File: src/core/lcd_ps_pkg.sv
// constants, instruction codes and carrier types of the power-save control block
//
// How it works
// - display off together with whole display on puts the block into power save.
// - power save halts the oscillator and disables the internal supply circuits.
// - power save stops panel drive; common and segment outputs sit at supply.
// - power save entry and exit leave memory and programmed modes untouched.
// - power save forces every panel bias voltage to the positive supply.
// - power save begins once display off and whole display on both hold, whichever of the two is taken second.
// - the normal-display instruction ends power save.
// - after release, outputs stay at supply until drive-voltage-set executes.
// - a 4-bit contrast level, written by instruction, picks one of 16 levels.
// - contrast level is zero after the reset pin or a zero write.
// - step-up runs only while the oscillator runs.
// - interface select high picks the parallel bus, low picks serial input.
// - serial mode allows no reads of status or display memory.
// - parallel mode moves instructions and data over an 8-bit two-way bus.
// - data/command select high marks display data, low marks an instruction.
// - drive-voltage-set enables bias and starts the drive waveform.
package lcd_ps_pkg;

	// ----------------------------------------------------------------
	// instruction codes; where a low bit carries a setting it is masked
	// ----------------------------------------------------------------
	localparam logic [7:0] OP_DISPLAY_ONOFF = 8'hae;
	localparam logic [7:0] OP_WHOLE_ON      = 8'ha4;
	localparam logic [7:0] OP_SEG_REVERSE   = 8'ha0;
	localparam logic [7:0] OP_INVERSE       = 8'ha6;
	localparam logic [7:0] OP_ICON          = 8'haa;
	localparam logic [7:0] OP_SUPPLY_ON     = 8'h24;
	localparam logic [7:0] OP_DRIVE_SET     = 8'hed;
	localparam logic [7:0] OP_SOFT_RESET    = 8'he2;
	localparam logic [7:0] OP_SCAN_ORDER    = 8'hc0;
	localparam logic [7:0] OP_CONTRAST      = 8'h80;
	localparam logic [7:0] MASK_SETTING     = 8'hfe;
	localparam logic [7:0] MASK_SCAN        = 8'hf0;
	localparam logic [7:0] MASK_CONTRAST    = 8'hf0;

	// ----------------------------------------------------------------
	// field positions and reset values
	// ----------------------------------------------------------------
	localparam int         BIT_SETTING      = 0;
	localparam int         BIT_SCAN         = 3;
	localparam int         CONTRAST_W       = 4;
	localparam logic [3:0] CONTRAST_RESET   = 4'h0;
	localparam logic [3:0] STATUS_LOW       = 4'h0;
	localparam logic [2:0] SERIAL_LAST      = 3'h7;

	// one accepted byte from the host
	typedef struct packed {
		logic       valid;
		logic       is_data;
		logic [7:0] value;
	} host_byte_t;

	// host pins after synchronisation
	typedef struct packed {
		logic       cs_n;
		logic       dc_sel;
		logic       rd_n;
		logic       wr_n;
		logic       parallel;
		logic       style68;
		logic       si;
		logic       scl;
		logic [7:0] d;
	} host_pins_t;

endpackage : lcd_ps_pkg

File: src/core/host_port.sv
// host interface: pin synchronisers, parallel and serial byte capture, read window
module host_port (
	input  wire logic                   clk,
	input  wire logic                   rst_n,
	input  wire lcd_ps_pkg::host_pins_t pins_async,
	output lcd_ps_pkg::host_byte_t      byte_out,
	output logic                        read_on,
	output logic                        read_is_data
);
	import lcd_ps_pkg::*;

	// ----------------------------------------------------------------
	// two-stage synchronisers; stage two and its one-cycle-delayed copy are read by logic, stage one is not
	// ----------------------------------------------------------------
	host_pins_t meta_r;
	host_pins_t pin_r;
	host_pins_t prev_r;
	logic [7:0] shift_r;
	logic [2:0] count_r;
	host_byte_t byte_r;
	logic       read_r;
	logic       read_dc_r;

	always_ff @(posedge clk or negedge rst_n) begin
		if (!rst_n) begin
			meta_r <= '{cs_n: 1'b1, rd_n: 1'b1, wr_n: 1'b1, default: '0};
			pin_r  <= '{cs_n: 1'b1, rd_n: 1'b1, wr_n: 1'b1, default: '0};
			prev_r <= '{cs_n: 1'b1, rd_n: 1'b1, wr_n: 1'b1, default: '0};
		end else begin
			meta_r <= pins_async;
			pin_r  <= meta_r;
			prev_r <= pin_r;
		end
	end

	// ----------------------------------------------------------------
	// strobe decode
	// ----------------------------------------------------------------
	wire selected   = !pin_r.cs_n;
	wire wr_rise80  = pin_r.wr_n && !prev_r.wr_n;
	wire e_fall68   = !pin_r.rd_n && prev_r.rd_n && !pin_r.wr_n;
	wire par_write  = selected && pin_r.parallel && (pin_r.style68 ? e_fall68 : wr_rise80);
	wire scl_rise   = pin_r.scl && !prev_r.scl;
	wire ser_shift  = selected && !pin_r.parallel && scl_rise;
	wire ser_done   = ser_shift && (count_r == SERIAL_LAST);
	wire rd_80      = !pin_r.rd_n;
	wire rd_68      = pin_r.rd_n && pin_r.wr_n;
	wire read_nxt   = selected && pin_r.parallel && (pin_r.style68 ? rd_68 : rd_80);
	wire [7:0] ser_byte = {shift_r[6:0], pin_r.si};

	// serial shifter, msb first, cleared whenever the chip is deselected
	always_ff @(posedge clk or negedge rst_n) begin
		if (!rst_n) begin
			shift_r <= 8'h00;
			count_r <= 3'h0;
		end else if (!selected || pin_r.parallel) begin
			shift_r <= 8'h00;
			count_r <= 3'h0;
		end else if (ser_shift) begin
			shift_r <= ser_byte;
			count_r <= count_r + 3'h1;
		end
	end

	// one-cycle byte pulse; select line sampled with the byte marks its kind
	always_ff @(posedge clk or negedge rst_n) begin
		if (!rst_n) begin
			byte_r    <= '0;
			read_r    <= 1'b0;
			read_dc_r <= 1'b0;
		end else begin
			byte_r.valid   <= par_write || ser_done;
			byte_r.is_data <= pin_r.dc_sel;
			byte_r.value   <= ser_done ? ser_byte : pin_r.d;
			read_r         <= read_nxt;
			read_dc_r      <= pin_r.dc_sel;
		end
	end

	assign byte_out     = byte_r;
	assign read_on      = read_r;
	assign read_is_data = read_dc_r;

endmodule : host_port

File: src/core/power_save_ctrl.sv
// power-save, contrast level, supply enables and status of the panel controller
module power_save_ctrl (
	input  wire logic                   CLK,
	input  wire logic                   RST_N,
	input  wire logic                   EXTERNAL_RESET_PIN_N,
	input  wire logic                   CS_N,
	input  wire logic                   DATA_COMMAND_SELECT,
	input  wire logic                   RD_N,
	input  wire logic                   WR_N,
	input  wire logic                   PARALLEL_SELECT,
	input  wire logic                   BUS_STYLE_SELECT,
	input  wire logic                   SERIAL_IN,
	input  wire logic                   SERIAL_CLK,
	input  wire logic                   SUPPLY_MODE_PIN_FIRST,
	input  wire logic                   SUPPLY_MODE_PIN_SECOND,
	input  wire logic [7:0]             D_IN,
	input  wire logic [7:0]             RAM_RD_DATA,
	output logic      [7:0]             D_OUT,
	output logic                        D_OE,
	output lcd_ps_pkg::host_byte_t      RAM_WRITE,
	output logic                        POWER_SAVE,
	output logic                        OSC_RUN,
	output logic                        SUPPLY_EN,
	output logic                        STEPUP_EN,
	output logic                        BIAS_EN,
	output logic                        BIAS_AT_VDD,
	output logic                        DRIVE_WAVE_EN,
	output logic                        OUTPUTS_AT_VDD,
	output logic [3:0]                  CONTRAST_LEVEL,
	output logic                        CONTRAST_ACTIVE,
	output logic                        SEG_REVERSE,
	output logic                        INVERSE_DISPLAY,
	output logic                        WHOLE_ON,
	output logic                        ICON_DUTY,
	output logic                        SCAN_ORDER
);
	import lcd_ps_pkg::*;

	// ----------------------------------------------------------------
	// host port and pin synchronisers
	// ----------------------------------------------------------------
	host_byte_t hb;
	logic       read_on;
	logic       read_is_data;
	logic [3:0] sync_r;
	logic [3:0] pin_r;

	host_port u_port (
		.clk          (CLK),
		.rst_n        (RST_N),
		.pins_async   ({CS_N, DATA_COMMAND_SELECT, RD_N, WR_N, PARALLEL_SELECT,
		                BUS_STYLE_SELECT, SERIAL_IN, SERIAL_CLK, D_IN}),
		.byte_out     (hb),
		.read_on      (read_on),
		.read_is_data (read_is_data)
	);

	always_ff @(posedge CLK or negedge RST_N) begin
		if (!RST_N) begin
			sync_r <= 4'h0;
			pin_r  <= 4'h0;
		end else begin
			sync_r <= {EXTERNAL_RESET_PIN_N, SUPPLY_MODE_PIN_FIRST,
			           SUPPLY_MODE_PIN_SECOND, PARALLEL_SELECT};
			pin_r  <= sync_r;
		end
	end

	wire pin_reset = !pin_r[3];
	wire both_high = pin_r[2] && pin_r[1];
	wire par_mode  = pin_r[0];

	// ----------------------------------------------------------------
	// instruction decode
	// ----------------------------------------------------------------
	wire       cmd        = hb.valid && !hb.is_data;
	wire [7:0] op         = hb.value;
	wire       set_bit    = op[BIT_SETTING];
	wire       is_disp    = cmd && ((op & MASK_SETTING) == OP_DISPLAY_ONOFF);
	wire       is_whole   = cmd && ((op & MASK_SETTING) == OP_WHOLE_ON);
	wire       is_segrev  = cmd && ((op & MASK_SETTING) == OP_SEG_REVERSE);
	wire       is_inv     = cmd && ((op & MASK_SETTING) == OP_INVERSE);
	wire       is_icon    = cmd && ((op & MASK_SETTING) == OP_ICON);
	wire       is_supply  = cmd && ((op & MASK_SETTING) == OP_SUPPLY_ON);
	wire       is_drive   = cmd && (op == OP_DRIVE_SET);
	wire       is_sreset  = cmd && (op == OP_SOFT_RESET);
	wire       is_scan    = cmd && ((op & MASK_SCAN) == OP_SCAN_ORDER);
	wire       is_contr   = cmd && ((op & MASK_CONTRAST) == OP_CONTRAST);

	// ----------------------------------------------------------------
	// stored settings
	// ----------------------------------------------------------------
	logic       disp_on_r, whole_r, segrev_r, inv_r, icon_r, supply_r, scan_r, drive_r;
	logic [3:0] contrast_r;

	wire disp_on_nxt = is_disp ? set_bit : disp_on_r;
	wire whole_nxt   = is_whole ? set_bit : whole_r;
	wire ps_nxt      = !disp_on_nxt && whole_nxt;
	wire ps_enter    = ps_nxt && !(!disp_on_r && whole_r);

	always_ff @(posedge CLK or negedge RST_N) begin
		if (!RST_N) begin
			disp_on_r  <= 1'b0;
			whole_r    <= 1'b0;
			segrev_r   <= 1'b0;
			inv_r      <= 1'b0;
			icon_r     <= 1'b0;
			supply_r   <= 1'b0;
			scan_r     <= 1'b0;
			drive_r    <= 1'b0;
			contrast_r <= CONTRAST_RESET;
		end else if (pin_reset) begin
			disp_on_r  <= 1'b0;
			whole_r    <= 1'b0;
			segrev_r   <= 1'b0;
			inv_r      <= 1'b0;
			icon_r     <= 1'b0;
			supply_r   <= 1'b0;
			scan_r     <= 1'b0;
			drive_r    <= 1'b0;
			contrast_r <= CONTRAST_RESET;
		end else begin
			// other settings change by their own instruction; soft reset also clears scan order and contrast, power save entry clears drive
			disp_on_r <= disp_on_nxt;
			whole_r   <= whole_nxt;
			if (is_segrev) segrev_r <= set_bit;
			if (is_inv) inv_r <= set_bit;
			if (is_icon) icon_r <= set_bit;
			if (is_supply) supply_r <= set_bit;
			if (is_scan || is_sreset) scan_r <= is_scan ? op[BIT_SCAN] : 1'b0;
			if (is_contr) contrast_r <= op[CONTRAST_W-1:0];
			else if (is_sreset) contrast_r <= CONTRAST_RESET;
			if (ps_enter) drive_r <= 1'b0;
			else if (is_drive) drive_r <= 1'b1;
		end
	end

	// ----------------------------------------------------------------
	// power and drive outputs, all registered
	// ----------------------------------------------------------------
	logic ps_r;
	wire  osc_nxt   = !ps_r;
	wire  sup_nxt   = supply_r && !ps_r;
	wire  wave_nxt  = drive_r && !ps_r;

	always_ff @(posedge CLK or negedge RST_N) begin
		if (!RST_N) begin
			ps_r            <= 1'b0;
			POWER_SAVE      <= 1'b0;
			OSC_RUN         <= 1'b1;
			SUPPLY_EN       <= 1'b0;
			STEPUP_EN       <= 1'b0;
			BIAS_EN         <= 1'b0;
			BIAS_AT_VDD     <= 1'b1;
			DRIVE_WAVE_EN   <= 1'b0;
			OUTPUTS_AT_VDD  <= 1'b1;
			CONTRAST_LEVEL  <= CONTRAST_RESET;
			CONTRAST_ACTIVE <= 1'b0;
		end else begin
			ps_r            <= pin_reset ? 1'b0 : ps_nxt;
			POWER_SAVE      <= ps_r;
			OSC_RUN         <= osc_nxt;
			SUPPLY_EN       <= sup_nxt;
			STEPUP_EN       <= sup_nxt && osc_nxt;
			BIAS_EN         <= wave_nxt;
			BIAS_AT_VDD     <= !wave_nxt;
			DRIVE_WAVE_EN   <= wave_nxt;
			OUTPUTS_AT_VDD  <= !wave_nxt;
			CONTRAST_LEVEL  <= contrast_r;
			CONTRAST_ACTIVE <= sup_nxt && !both_high;
		end
	end

	// ----------------------------------------------------------------
	// mode outputs, data forwarding and reads
	// ----------------------------------------------------------------
	wire [7:0] status = {pin_reset, !segrev_r, !disp_on_r, pin_reset, STATUS_LOW};
	wire       oe_nxt = read_on && par_mode;

	always_ff @(posedge CLK or negedge RST_N) begin
		if (!RST_N) begin
			SEG_REVERSE     <= 1'b0;
			INVERSE_DISPLAY <= 1'b0;
			WHOLE_ON        <= 1'b0;
			ICON_DUTY       <= 1'b0;
			SCAN_ORDER      <= 1'b0;
			RAM_WRITE       <= '0;
			D_OUT           <= 8'h00;
			D_OE            <= 1'b0;
		end else begin
			SEG_REVERSE     <= segrev_r;
			INVERSE_DISPLAY <= inv_r;
			WHOLE_ON        <= whole_r;
			ICON_DUTY       <= icon_r;
			SCAN_ORDER      <= scan_r;
			RAM_WRITE       <= (hb.valid && hb.is_data) ? hb : '0;
			D_OUT           <= read_is_data ? RAM_RD_DATA : status;
			D_OE            <= oe_nxt;
		end
	end
endmodule : power_save_ctrl

File: config.mk
export PLATFORM = sky130hd
export DESIGN_NAME = power_save_ctrl
export DESIGN_NICKNAME = d
export VERILOG_FILES = /design/src/core/lcd_ps_pkg.sv /design/src/core/host_port.sv /design/src/core/power_save_ctrl.sv
export SDC_FILE = /design/constraint.sdc
export NUM_CORES = 1
export LEC_CHECK = 0
export BUFFER_PORTS_ARGS = -buffer_cell sky130_fd_sc_hd__buf_2
export CORE_AREA = 8 8 95 97
export DETAILED_ROUTE_END_ITERATION = 7
export DIE_AREA = 0 0 103 105
export GPL_TIMING_DRIVEN = 1
export PLACE_DENSITY_LB_ADDON = 0.15
export SLEW_MARGIN = 20
export SYNTH_ARGS = -nofsm -noshare
export SYNTH_HDL_FRONTEND = slang
export SYNTH_SLANG_ARGS = --single-unit
File: constraint.sdc
create_clock -name CLK -period 2.3 [get_ports CLK]
set_clock_uncertainty 0.2 [all_clocks]
set_input_delay 0.46 -clock CLK [delete_from_list [all_inputs] [get_ports CLK]]
set_output_delay 0.46 -clock CLK [all_outputs]
set_load 0.005 [all_outputs]
* Yosys cells after proc, flatten, opt, wreduce, memory -nomap -nowiden *
Index checks and enable logic that the tools add are counted.

word-level totals
  bits in registers = 112
  output and inout bits = 37

cells by class
  reductions and logical operators = 51
  mux-type cells = 31
  equality and inequality tests = 18
  $add $sub $neg = 1

operators with widths
  operator                                        number
  == test 7 bit (second input constant)           5
  logical AND 1 bit                               32
  two-way mux 1 bit                               21
  == test 8 bit (second input constant)           2
  two-way mux 8 bit                               2
  logical NOT 1 bit                               15
  two-way mux 7 bit                               2
  two-way mux 4 bit                               3
  two-way mux 10 bit                              1
  != test 2 x 1 -> 1 bit (second input constant)  5
  == test 4 bit (second input constant)           2
  == test 7 x 5 -> 1 bit (second input constant)  1
  two-way mux 3 bit                               2
  != test 3 x 1 -> 1 bit (second input constant)  2
  adder 3 x 1 -> 3 bit (second input constant)    1
  == test 3 bit (second input constant)           1
  logical OR 1 bit                                3
  nonzero test 2 bit                              1

* Longest topological paths before layout *
  depth in word-level cells = 9
  mapped depth = 5
  depth with buffers taken out = 4

* Modules after synthesis *
Synthesis repeated with hierarchy kept, for this count alone.

unflattened totals
  cells, all modules = 251
  area total of the unflattened synthesis = 3,729.8 um^2

modules (own cells, without submodules)
  module           instances  cells each  sequential area each (um^2)  area each (um^2)
  power_save_ctrl  1          139         1,353.8                      1,945.6
  host_port        1          112         1,411.4                      1,784.2

* Worst setup path before layout *
Ideal clock, no wire load.

  path kind = reg-to-reg
  from = reg u_port.prev_r[8] (netlist bit)
  to = reg u_port.byte_r (netlist bit u_port.byte_out[0])
  clock period less this slack = 1.630 ns
  cell stages (with the launch flop) = 5
  setup slack = 0.670 ns
  path buffers = 0
  library setup time = 0.125 ns
  data required time = 1.975 ns
  arrival = 1.305 ns
  cell sequence = dfrtp_1 > nor2b_4 > nor3b_4 > nand2_4 > mux2_2

on the way
  cells in the longest elaborated chain, start to end = 5

RTL lines
  item                    line             RTL
  from (decl)             host_port.sv:17  host_pins_t prev_r;
  from (signal assigned)  host_port.sv:32  prev_r <= pin_r;
  logical NOT 1 bit       host_port.sv:43  wire scl_rise = pin_r.scl && !prev_r.scl;
  logical AND 1 bit       host_port.sv:43
  logical AND 1 bit       host_port.sv:44  wire ser_shift = selected && !pin_r.parallel && scl_rise;
  logical AND 1 bit       host_port.sv:45  wire ser_done = ser_shift && (count_r == SERIAL_LAST);
  two-way mux 8 bit       host_port.sv:74  byte_r.value <= ser_done ? ser_byte : pin_r.d;
  to (decl)               host_port.sv:20  host_byte_t byte_r;

No other way between the ends.
A chain may end at the register's enable or synchronous reset.

* Worst setup path in the final report *
  from = reg u_port.byte_r (netlist bit u_port.byte_out[9])
  to = reg drive_r

on the way
  cells in the longest elaborated chain, start to end = 8
  elaborated cells on any way between the ends = 12
  classes of those cells = 1 x eq/ne; 4 x mux; 7 x reduce/logical

RTL lines
  item                   line                    RTL
  logical AND 1 bit (*)  power_save_ctrl.sv:76   wire cmd = hb.valid && !hb.is_data;
  logical AND 1 bit      power_save_ctrl.sv:79   wire is_disp = cmd && ((op & MASK_SETTING) == OP_DISPLAY_ONOFF);
  two-way mux 1 bit      power_save_ctrl.sv:96   wire disp_on_nxt = is_disp ? set_bit : disp_on_r;
  logical NOT 1 bit      power_save_ctrl.sv:98   wire ps_nxt = !disp_on_nxt && whole_nxt;
  logical AND 1 bit      power_save_ctrl.sv:98
  logical AND 1 bit      power_save_ctrl.sv:99   wire ps_enter = ps_nxt && !(!disp_on_r && whole_r);
  two-way mux 1 bit      power_save_ctrl.sv:133  if (ps_enter) drive_r <= 1'b0;
  two-way mux 1 bit      power_save_ctrl.sv:112  end else if (pin_reset) begin
  to (signal assigned)   power_save_ctrl.sv:110  drive_r <= 1'b0;
  to (signal assigned)   power_save_ctrl.sv:133
  to (signal assigned)   power_save_ctrl.sv:134  else if (is_drive) drive_r <= 1'b1;
  to (decl)              power_save_ctrl.sv:93   logic disp_on_r, whole_r, segrev_r, inv_r, icon_r, supply_r, scan_r, drive_r;

Mark *: on every way between the ends. The rest lies on a longest branch, timed or not.

==> impl_metrics.py <==
metrics = {
    "timing": {
        "tns_ns": 0,
        "period_share": 0.788,
        "rsz0062_at_grt": "no",
        "fmax_mhz": 551,
        "period_needed_ns": 1.81,
        "tightest_slew_ns": 0.544,
        "relSlewSlack": 0.635,
        "finalSetupViolCount": 0,
        "hold_viol": 0,
        "slew_violations": 0,
    },
    "routing": {
        "drc": 0,
        "num_vias": 1974,
        "routedWlPerCell_um": 13.6,
        "wl_um": 5790,
        "ant_nets": 0,
        "dr.pass1.iters": 4,
        "vias_per_cell": 4.64,
        "drtIter0Drc": 38,
    },
    "die": {
        "die_h_um": 105,
        "die_area_um2": 10800,
        "rows": 32,
        "io_pins": 66,
        "initial_utilization": 0.477,
        "coreArea_um2": 7530,
        "die_w_um": 103,
    },
    "logic_synthesis": {
        "synth_top_area_frac": 0.683,
        "synth_fa_ha_area_frac": 0.00697,
        "avgSynthCellArea_um2": 15.7,
        "syn_nets": 260,
        "synth_cells": 229,
        "synthFlopType": "dfrtp_1",
        "synth-seq-cells": 108,
        "synthMuxAreaShare": 0.0418,
        "ys_async_sr_fraction": 1.00,
        "synth_top_family_by_area": "simple AND/OR/NAND/NOR gates",
        "synthesis.area_um2": 3590,
        "synth-seq-area-share": 0.756,
        "yosys.area_share.simple": 0.107,
        "synth.distinct_cells": 42,
        "ys_warn_count": 0,
        "yosys.area.top_type": "dfrtp_1",
        "synthXorXnorAreaFrac": 0.00244,
        "synth_compound_area_frac": 0.0613,
        "synth-edff-count": 0,
        "ys_top_cells_by_area": "dfrtp_1 68%, dfstp_2 7.3%, a22o_2 2.5%, mux2_2 2.5%, mux2i_1 1.7%",
    },
    "run": {
        "max-cap-violations": 0,
    },
    "layout": {
        "antenna_cells": 0,
        "areaGrowthSynthToFinish_pct": 24.3,
        "final_common_cell": "dfrtp_1",
        "num-fill-cells": 620,
        "final_cell_mix": "98 x dfrtp_1, 64 x buf_2, 20 x dlygate4sd3_1",
        "final_cell_area_um2": 4460,
        "fin_cells": 425,
        "layout.nets": 349,
        "drive_gt1_frac": 0.365,
    },
    "placement": {
        "post-dp-hpwl_um": 3870,
        "placed_cell_area_um2": 4040,
        "numPlacedInstances": 389,
        "gp_congestion": 0.884,
        "port_buffers": 65,
    },
    "cts": {
        "worstSkewPairLatency_ns": 0.36,
        "path_clk_slew_ns": 0.10,
        "clockRootBuffer": "clkbuf_8",
        "numCtsBuffers": 9,
        "clockBufferDepth": 2,
        "cts_resized": 0,
        "cts_tree": "yes",
        "cts_hold_buf": 20,
        "cts_setup_buffers": 0,
        "htreeDepth": 3,
        "cts_sinks": 108,
    },
    "grt": {
        "grt_pass1_vias": 2013,
        "grt_max_degree": 43,
        "grt.overflow.total": 0,
        "grt_pass1_wl_um": 9560,
        "track_usage": 0.116,
        "antenna_found_initial": 0,
    },
    "pwr": {
        "power_w": 0.00338,
        "p_per_area_nw_per_um2": 757,
        "power_leakage_nw": 2.27,
        "vdd_ir_drop_max_mv": 0.400,
    },
    "setup_path": {
        "crit_buf_inv": 0,
        "path_class": "reg -> reg",
        "crit_family": "simple AND/OR/NAND/NOR gates",
        "cp_slowest_stage_delay_ns": 0.48,
        "crit_slowest_cell": "dfrtp_1",
        "critPathLaunchType": "register",
        "crit_chain": "and4bb_1, nand3_1, a2bb2oi_1, a311oi_1",
        "critPathCaptureType": "register",
        "worst_ep_required_time_ns": 2.37,
        "critPathMaxFanout": 11,
        "crit_arrival_ns": 1.88,
    },
    "outcome": {
        "outcome": "finished clean",
    },
    "worst_hold_path": {
        "worstHoldPathType": "in -> reg",
    },
}
==> registers in the layout, summed over array words and instances, names as in the netlist, 3 cells and up <==
name             flops
RAM_WRITE            9
pin_r                4
CONTRAST_LEVEL       4
sync_r               4
u_port.prev_r        3
u_port.shift_r       7
contrast_r           4
u_port.byte_out     10
D_OUT                8
u_port.pin_r        15
u_port.count_r       3
u_port.meta_r       15
==> cells in the mapped netlist, drive strengths merged (2+ instances only) <==
| cell type | count |
|---|---|
| nand3 | 5 |
| a21oi | 5 |
| nand2b | 2 |
| clkbuf | 5 |
| mux2 | 8 |
| ha | 2 |
| and2 | 6 |
| dfstp | 10 |
| o21ai | 6 |
| nor4b | 2 |
| a22o | 13 |
| nand2 | 8 |
| nor3 | 3 |
| nor3b | 4 |
| inv | 5 |
| dfrtp | 98 |
| nand4 | 2 |
| nor2b | 3 |
| and3 | 9 |
| nor2 | 8 |
| buf | 7 |
| mux2i | 6 |
==> cell type report <==
| cell class | instances | area [µm²] | share of cell area |
|---|---|---|---|
| Tap cell | 102 | 128 | 0.0286 |
| Clock buffer | 12 | 145 | 0.0325 |
| Sequential cell | 108 | 2720 | 0.609 |
| Clock inverter | 4 | 73.8 | 0.0165 |
| Inverter | 5 | 18.8 | 0.00421 |
| Timing Repair Buffer | 90 | 591 | 0.132 |
| Multi-Input combinational cell | 104 | 790 | 0.177 |
==> path summary, 6_finish.rpt <==
check / start / endpoint / slack, ns / cells past startpoint
min in group asynchronous: RST_N / D_OUT[3] / 0.37 / 2
setup / recovery: u_port.byte_out[9] / drive_r / 0.49 / 4
max in group asynchronous: RST_N / u_port.meta_r[15] / 0.90 / 3
setup reg to reg: u_port.byte_out[9] / drive_r / 0.49 / 4
hold reg to reg: u_port.meta_r[4] / u_port.pin_r[4] / 0.15 / 0
hold / removal: RAM_RD_DATA[5] / D_OUT[5] / 0.10 / 3
==> report_power, final <==
group / switching (W) / total (W) / internal, W
Combinational: 0.0000774 / 0.000157 / 0.0000794
Sequential: 0.0000307 / 0.00199 / 0.00196
Clock: 0.000585 / 0.00123 / 0.000646
Total: 0.000693 / 0.00338 / 0.00269
==> kinds of logic (layout without fill, tap and decap cells) <==
kind of cell	count (synthesis)	in the layout
buffers and inverters	17	111
DFF	108	108
AOI/OAI and AO/OA	29	29
muxes	14	14
and+or+nand+nor	58	58
xor gates and xnor gates	1	1
adders and majority gates	2	2
==> worst reg2reg max path, stage by stage (launching register included) <==
cell and delay [ns]:
dfrtp_1 0.48, and4bb_1 0.42, nand3_1 0.20, a2bb2oi_1 0.18, a311oi_1 0.24
==> metal layers <==
metal	up-vias	wire, µm	global-route usage
met1	947	2530	0.142
met5	-	0	0
met3	10	473	0.0392
met4	0	114	0.0651
met2	58	2670	0.174
li1	959	-	-
==> stage by stage <==
step	hold WS [ns]	setup WS, ns	utilization
2_1_floorplan	-0.0356	0.670	-
3_3_place_gp	0.132	0.579	0.537
3_5_place_dp	0.135	0.521	0.537
4_1_cts	0.0792	0.487	0.593
5_1_grt	0.0884	0.273	0.593
6_report	0.102	0.487	0.593
No activity file was read; power rests on OpenSTA's default activity.
